===== config.mk =====
export PLATFORM = sky130hd
export DESIGN_NAME = mmpc_core
export DESIGN_NICKNAME = d
export VERILOG_FILES = /design/src/core/mmpc_pkg.sv /design/src/core/mmpc_core.sv
export VERILOG_INCLUDE_DIRS = /design/src /design/src/core
export SDC_FILE = /design/constraint.sdc
export NUM_CORES = 1
export LEC_CHECK = 0
export BUFFER_PORTS_ARGS = -buffer_cell sky130_fd_sc_hd__clkbuf_2
export CORE_MARGIN = 2
export CORE_UTILIZATION = 35
export DETAILED_ROUTE_END_ITERATION = 6
export GPL_TIMING_DRIVEN = 0
export PLACE_DENSITY = 0.76
export SYNTH_ARGS = -nofsm -noshare
export SYNTH_HDL_FRONTEND = slang
export SYNTH_SLANG_ARGS = --single-unit

===== constraint.sdc =====
create_clock -name pclk -period 1.4 [get_ports pclk]
set_input_delay 0.21 -clock pclk [delete_from_list [all_inputs] [get_ports pclk]]
set_output_delay 0.21 -clock pclk [all_outputs]
set_load 0.02 [all_outputs]

===== src/core/mmpc_params.svh =====
// Offsets, field positions, reset values and map constants of the memory map page control.
// Assumes inclusion by bare name from the design module.
`ifndef MMPC_PARAMS_SVH
`define MMPC_PARAMS_SVH
`define MMPC_OFF_PAGE 12'h0C0
`define MMPC_OFF_DIRECT 12'h0C4
`define MMPC_OFF_MODE 12'h0C8
`define MMPC_OFF_CTL 12'h0CC
`define MMPC_IDX_PAGE 8'h30
`define MMPC_IDX_DIRECT 8'h31
`define MMPC_IDX_MODE 8'h32
`define MMPC_IDX_CTL 8'h33
`define MMPC_PAGE_RST 8'hFE
`define MMPC_PAGE_FIX_MASK 8'hF0
`define MMPC_DIRECT_RST 8'h00
`define MMPC_MODE_BIT 7
`define MMPC_IFR_BIT 0
`define MMPC_PAGE_LOW 8'hFC
`define MMPC_PAGE_MID 8'hFD
`define MMPC_PAGE_TOP 8'hFF
`define MMPC_IFR_LO 18'h00400
`define MMPC_IFR_HI 18'h0047F
`endif


===== src/core/mmpc_pkg.sv =====
// Types shared by the memory map page control.
// Assumes nothing of its surroundings.
package mmpc_pkg;
	typedef enum logic {mmpc_special, mmpc_normal} mmpc_mode_t;
	typedef enum logic [1:0] {mmpc_run_reset, mmpc_run_capture, mmpc_run_active} mmpc_run_t;
endpackage


===== src/core/mmpc_core.sv =====
// Memory map page control: page index, direct page, mode bit, info row control, APB slave.
// Assumes APB master on pclk, CPU side signals synchronous to pclk, presetn async active low.
//
// Contract
// Page index selects flash page in 0x8000-0xBFFF.
// Local 0x0000-0x3FFF maps to page 0xFC.
// Local 0x4000-0x7FFF maps to page 0xFD.
// Local 0xC000-0xFFFF maps to page 0xFF.
// Page index resets to 0xFE.
// CPU call path writes page index immediately.
// Direct page writable once in normal mode.
// Direct addressing takes address bits from register.
// Mode pin captured into mode bit at release.
// Disallowed mode write locks further mode writes.
// No mode change while secured.
// Info row visible only when control bit set.
// Normal mode blocks external accesses.
// Special mode hands execution to background debug.
// Global addresses are 18 bits wide.
// Upper page bits read ones, ignore writes.
// Special to normal allowed, reverse disallowed.
`timescale 1ns/1ns
`default_nettype none
`include "mmpc_params.svh"
module mmpc_core (
	// APB slave.
	input wire logic pclk,
	input wire logic presetn,
	input wire logic psel,
	input wire logic penable,
	input wire logic pwrite,
	input wire logic [11:0] paddr,
	input wire logic [31:0] pwdata,
	input wire logic [3:0] pstrb,
	output logic [31:0] prdata,
	output logic pready,
	output logic pslverr,
	// Mode strap and security.
	input wire logic mode_select_pin,
	input wire logic secured,
	// CPU call and return page path.
	input wire logic call_page_we,
	input wire logic [7:0] call_page_wdata,
	output logic [7:0] call_page_rdata,
	// Address translation.
	input wire logic [15:0] local_addr,
	input wire logic direct_access,
	output logic [17:0] global_addr,
	output logic info_row_visible,
	output logic info_row_hit,
	output logic external_bus_allowed,
	output logic background_debug_active,
	output logic normal_mode
);
	// Register bus decode.
	logic acc, rd_load, wr_take;
	logic [2:0] sel;
	// Answer and read data.
	logic pready_r, pready_nxt;
	logic [31:0] prdata_r, prdata_nxt;
	logic pslverr_r, pslverr_nxt;
	// Start-up sequencing.
	mmpc_pkg::mmpc_run_t run_r, run_nxt;
	logic active;
	// Page index and translation.
	logic [3:0] page_r, page_nxt;
	logic [7:0] blk_page [4];
	logic [7:0] page_num;
	logic [15:0] eff_addr;
	// Direct page.
	logic [7:0] direct_r, direct_nxt;
	logic direct_done_r, direct_done_nxt;
	// Operating mode.
	logic mode_r, mode_nxt;
	logic mode_lock_r, mode_lock_nxt;
	logic mode_eff, special;
	mmpc_pkg::mmpc_mode_t mode_kind;
	// Info row control.
	logic ifr_r, ifr_nxt;

	// Forms the page register as seen by a reader.
	function automatic logic [7:0] page_view(input logic [3:0] idx);
		return `MMPC_PAGE_FIX_MASK | {4'h0, idx};
	endfunction

	// Picks the flash page number seen through one 16 kB block.
	function automatic logic [7:0] page_of(input logic [1:0] blk, input logic [3:0] idx);
		logic [7:0] p;
		p = `MMPC_PAGE_TOP;
		if (blk == 2'h0) begin
			p = `MMPC_PAGE_LOW;
		end else if (blk == 2'h1) begin
			p = `MMPC_PAGE_MID;
		end else if (blk == 2'h2) begin
			p = page_view(idx);
		end else begin
			p = `MMPC_PAGE_TOP;
		end
		return p;
	endfunction

	// Decodes a byte address into a hit flag and a register number.
	function automatic logic [2:0] reg_decode(input logic [11:0] a);
		logic [2:0] r;
		r = 3'h0;
		if (a == `MMPC_OFF_PAGE) begin
			r = 3'h4;
		end else if (a == `MMPC_OFF_DIRECT) begin
			r = 3'h5;
		end else if (a == `MMPC_OFF_MODE) begin
			r = 3'h6;
		end else if (a == `MMPC_OFF_CTL) begin
			r = 3'h7;
		end
		return r;
	endfunction

	// Builds the read word of one register.
	function automatic logic [31:0] reg_read(input logic [2:0] s, input logic [3:0] pg, input logic [7:0] dp,
		input logic md, input logic flash_info_row);
		logic [31:0] w;
		w = 32'h00000000;
		if (s == 3'h4) begin
			w = {24'h000000, page_view(pg)};
		end else if (s == 3'h5) begin
			w = {24'h000000, dp};
		end else if (s == 3'h6) begin
			w = {24'h000000, md, 7'h00};
		end else if (s == 3'h7) begin
			w = {31'h00000000, flash_info_row};
		end
		return w;
	endfunction

	// Tells whether a software write moves the mode bit.
	function automatic logic mode_moves(input logic now_special, input logic req, input logic sec);
		return !sec && now_special && req;
	endfunction

	// Tells whether a software write asks for a refused transition.
	function automatic logic mode_refused(input logic now_special, input logic req);
		return !now_special && !req;
	endfunction

	// Start-up: one edge to leave reset, one to capture the mode pin.
	always_comb begin
		run_nxt = run_r;
		case (run_r)
			mmpc_pkg::mmpc_run_reset: begin
				run_nxt = mmpc_pkg::mmpc_run_capture;
			end
			mmpc_pkg::mmpc_run_capture: begin
				run_nxt = mmpc_pkg::mmpc_run_active;
			end
			default: begin
				run_nxt = mmpc_pkg::mmpc_run_active;
			end
		endcase
	end

	always_ff @(posedge pclk or negedge presetn) begin
		if (!presetn) begin
			run_r <= mmpc_pkg::mmpc_run_reset;
		end else begin
			run_r <= run_nxt;
		end
	end

	assign active = (run_r == mmpc_pkg::mmpc_run_active);

	// Bus decode: the answer comes one cycle into the access phase, with read data already registered.
	assign acc = psel & penable;
	assign sel = reg_decode(paddr);
	assign rd_load = acc & ~pready_r;
	assign wr_take = acc & pwrite & pready_r & pstrb[0];

	always_comb begin
		pready_nxt = acc & ~pready_r & active;
		prdata_nxt = prdata_r;
		pslverr_nxt = pslverr_r;
		if (rd_load) begin
			pslverr_nxt = ~sel[2];
			if (!pwrite) begin
				prdata_nxt = reg_read(sel, page_r, direct_r, mode_r, ifr_r);
			end
		end
	end

	always_ff @(posedge pclk or negedge presetn) begin
		if (!presetn) begin
			pready_r <= 1'b0;
			prdata_r <= 32'h00000000;
			pslverr_r <= 1'b0;
		end else begin
			pready_r <= pready_nxt;
			prdata_r <= prdata_nxt;
			pslverr_r <= pslverr_nxt;
		end
	end

	assign pready = pready_r;
	assign prdata = prdata_r;
	assign pslverr = pslverr_r;

	// Page index: the call path wins over a bus write in the same cycle.
	always_comb begin
		page_nxt = page_r;
		if (call_page_we) begin
			page_nxt = call_page_wdata[3:0];
		end else if (wr_take && sel == 3'h4) begin
			page_nxt = pwdata[3:0];
		end
	end

	always_ff @(posedge pclk or negedge presetn) begin
		if (!presetn) begin
			page_r <= 4'(`MMPC_PAGE_RST);
		end else begin
			page_r <= page_nxt;
		end
	end

	// Direct page: written any time in special mode, once in normal mode.
	always_comb begin
		direct_nxt = direct_r;
		direct_done_nxt = direct_done_r;
		if (wr_take && sel == 3'h5 && (special || !direct_done_r)) begin
			direct_nxt = pwdata[7:0];
			direct_done_nxt = 1'b1;
		end
	end

	always_ff @(posedge pclk or negedge presetn) begin
		if (!presetn) begin
			direct_r <= `MMPC_DIRECT_RST;
			direct_done_r <= 1'b0;
		end else begin
			direct_r <= direct_nxt;
			direct_done_r <= direct_done_nxt;
		end
	end

	// Operating mode: captured from the pin, then changed only by allowed writes.
	always_comb begin
		mode_nxt = mode_r;
		mode_lock_nxt = mode_lock_r;
		if (run_r == mmpc_pkg::mmpc_run_capture) begin
			mode_nxt = mode_select_pin;
		end else if (wr_take && sel == 3'h6 && (special || !mode_lock_r)) begin
			if (mode_moves(special, pwdata[`MMPC_MODE_BIT], secured)) begin
				mode_nxt = 1'b1;
			end else if (mode_refused(special, pwdata[`MMPC_MODE_BIT])) begin
				mode_lock_nxt = 1'b1;
			end
		end
	end

	always_ff @(posedge pclk or negedge presetn) begin
		if (!presetn) begin
			mode_r <= 1'b0;
			mode_lock_r <= 1'b0;
		end else begin
			mode_r <= mode_nxt;
			mode_lock_r <= mode_lock_nxt;
		end
	end

	assign mode_eff = active ? mode_r : mode_select_pin;
	assign mode_kind = mmpc_pkg::mmpc_mode_t'(mode_eff);
	assign special = (mode_kind == mmpc_pkg::mmpc_special);

	// Info row control bit.
	always_comb begin
		ifr_nxt = ifr_r;
		if (wr_take && sel == 3'h7) begin
			ifr_nxt = pwdata[`MMPC_IFR_BIT];
		end
	end

	always_ff @(posedge pclk or negedge presetn) begin
		if (!presetn) begin
			ifr_r <= 1'b0;
		end else begin
			ifr_r <= ifr_nxt;
		end
	end

	// Address translation: every 16 kB block gets its page number.
	genvar g;
	generate
		for (g = 0; g < 4; g++) begin : gen_blk
			assign blk_page[g] = page_of(2'(g), page_r);
		end
	endgenerate

	assign call_page_rdata = page_view(page_r);
	assign eff_addr = direct_access ? {direct_r, local_addr[7:0]} : local_addr;
	assign page_num = blk_page[eff_addr[15:14]];
	assign global_addr = {page_num[3:0], eff_addr[13:0]};
	assign info_row_visible = ifr_r;
	assign info_row_hit = ifr_r && global_addr >= `MMPC_IFR_LO && global_addr <= `MMPC_IFR_HI;
	assign normal_mode = mode_eff;
	assign external_bus_allowed = 1'b0;
	assign background_debug_active = special;
endmodule
`default_nettype wire


==> run_results.csv <==
group,metric,value,unit
grt,grt.total_usage,16.2,%
synth,synth_seq_cells,27,
cells_and_area,layout.nets,385,
cells_and_area,area_growth,45.5,%
setup_path,critPathArrivalTime,1.79,ns
setup_path,r2r_cells,5,
floorplanning,start_util,35.9,%
grt,antenna_found_initial,0,
synth,seq_area_frac_synth,37.5,%
flow_run,cap_violations,0,
routing,drc,0,
placed_design,port_buffers,78,
setup_path,cp_data_required_time,1.19,ns
clock_network,clkTransAtPathRegs,0.10,ns
power_and_ir_drop,peakVddDrop,0.347,mV
placed_design,gp_congestion,0.791,
synth,async_flop_share,100,%
grt,grt_pass1_wl,7.62,mm
placed_design,placed_cells_incl_taps,358,
sta,fin_skew,0.00791,ns
sta,min_period,2.00,ns
setup_path,crit_path_top_delay_cell,"or4b_1",
setup_path,crit_fanout,5,
sta,max-slew-margin-rel,55.9,%
sta,finalSetupViolations,16,
synth,yosys_warnings,0,
routing,via_per_inst,4.36,
routing,drtIter0Drc,70,
synth,yosys.cell_types.count,42,
cells_and_area,antennaDiodeCount,0,
floorplanning,rows,26,
setup_path,worstSetupPathType,"flop to primary output",
clock_network,insertion_delay,0.28,ns
worst_hold_path,hold_path_class,"primary input to flop",
floorplanning,core_area,5040,um2
sta,hold_viol_final,0,
grt,grt_pass1_vias,1656,
clock_network,clockBufferDepth,2,
clock_network,htree_levels,1,
sta,whs,0.106,ns
status,violations,"setup timing",
sta,fmax,0.501,GHz
clock_network,cts_buffers,3,
power_and_ir_drop,powerDensity,703,nW/um2
synth,dominantRegCellSynth,"dfrtp_1",
sta,postLayoutSetupSlackWorst,-0.598,ns
grt,grt_max_degree,28,
synth,synth_edf_count,0,
synth,synth_cells,183,
cells_and_area,drive_gt1_share,54.8,%
synth,netlist_area,1810,um2
setup_path,r2r_start,"run_r[0]",
floorplanning,fp.dieH,75.9,um
sta,period_share,143,%
synth,syn-mean-instance-area,9.89,um2
clock_network,root_buffer,"clkbuf_8",
routing,wirelength,4.60,mm
setup_path,r2r_slack,-0.19,ns
setup_path,slowest_delay,0.53,ns
setup_path,startpoint,"page_r[3]",
setup_path,endpoint_kind,"primary output",
floorplanning,ioPinCount,146,
setup_path,critPathCapture,"info_row_hit",
setup_path,critPathTopFamily,"simple AND/OR/NAND/NOR gates",
cells_and_area,finalNonFillerCells,373,
cells_and_area,layout_common_cells,"clkbuf_2 (69), buf_4 (51), conb_1 (29)",
setup_path,worstPathCellList,"or4b_1 -> nor4_1 -> and4b_2 -> clkbuf_8",
sta,slew_violations,0,
sta,rsz0062_at_grt,"yes",
clock_network,cts_tree,"yes",
status,status,"finished, violations left",
routing,wire_per_inst,12.3,um
routing,vias,1628,
placed_design,post_dp_cell_area,2410,um2
floorplanning,die_x,75.9,um
clock_network,cts_sinks,27,
routing,ant_nets,0,
placed_design,dp_hpwl,3.55,mm
floorplanning,dieArea,5760,um2
cells_and_area,final_common_cell,"clkbuf_2",
power_and_ir_drop,power_leakage,1.40,nW
sta,tightest_slew,0.662,ns
setup_path,cp_num_buf_inv,1,
grt,overflow,0,
setup_path,r2r_end,"direct_r[3]",
cells_and_area,fin_area,2640,um2
routing,dr.pass1.iters,4,
setup_path,crit_cells,4,
setup_path,cp-start-kind,"flop",
[metal layers]
layer | share of wire [%] | global-route usage, % | vias up
met1 | 40 | 19.7 | 744
met2 | 53 | 29.0 | 65
li1 | - | - | 813
met3 | 5.4 | 1.79 | 6
met5 | 0 | 0 | -
met4 | 1.7 | 6.91 | 0
[stage by stage]
stage                     util (%)  setup slack [ns]  setup TNS [ns]  total power, W
final                         52.3            -0.598           -2.55         0.00185
after global routing          52.3            -0.671           -3.39         0.00193
after CTS                     51.2            -0.580           -2.50         0.00184
after detailed placement      47.9            -0.359           -3.04         0.00137
after global placement        47.9            -0.336           -2.69         0.00136
after floorplan                  -            -0.211           -1.78         0.00119
[final cells by class]
class | count | area (um2)
repair buffers | 91 | 554
inverters | 6 | 22.5
flip-flops and latches | 27 | 682
well taps | 70 | 87.6
clock inverters | 1 | 7.51
fillers | 450 | 2410
clock buffers | 3 | 41.3
multi-input cells | 134 | 921
plain buffers | 41 | 319
[registers in the layout (all words and copies together) (netlist names)]
register and flops:
direct_r 8, mode_r 1, info_row_visible 1, run_r 2, direct_done_r 1, prdata 8, page_r 4, pready 1
pslverr 1
[timing repair]
| action | 4_1_cts | 5_1_grt |
|---|---|---|
| pin swaps | 1 | 3 |
| buffers inserted | 6 | 7 |
| endpoints found under the hold margin | 24 | 0 |
| gates resized for setup | 19 | 12 |
| hold buffers | 1 | 0 |
| endpoints found under the setup margin | 18 | 26 |
[worst min-delay path by stage]
| stage | start | to | cells past startpoint |
|---|---|---|---|
| final | secured | mode_r | 2 |
| after global routing | secured | mode_r | 2 |
| after CTS | secured | mode_r | 2 |
| after detailed placement | presetn | run_r[1] | 1 |
| after global placement | presetn | run_r[0] | 1 |
| after floorplan | presetn | direct_done_r | 0 |
[power breakdown]
part / internal, W / leakage [nW] / switching (W)
clock: 0.000202 / 0.0217 / 0.000257
sequential: 0.000820 / 0.334 / 0.0000270
combinational: 0.000238 / 1.05 / 0.000307
total: 0.00126 / 1.40 / 0.000592
[logic make-up (layout without fill, tap and decap cells)]
logic type	count (synthesis)	after routing	share of synthesized area, %
and+or+nand+nor	53	53	17.8
buffers and inverters	49	142	19.4
other	2	29	0.415
AOI/OAI and AO/OA	34	34	11.7
DFF	27	27	37.5
muxes	18	18	13.1
[synthesized netlist by cell type, drive strengths merged, types with 4 or more instances]
master   n  share of area [%]
buf     42                 18
inv      6                1.2
mux2    15                 11
nand2   12                2.5
o21ai   12                3.3
nor2b    9                3.5
a21oi    9                2.5
a31oi    4                1.4
dfrtp   24                 33
nand2b   4                1.4
nor2     9                1.9
Power figures use the tool's default switching activity.
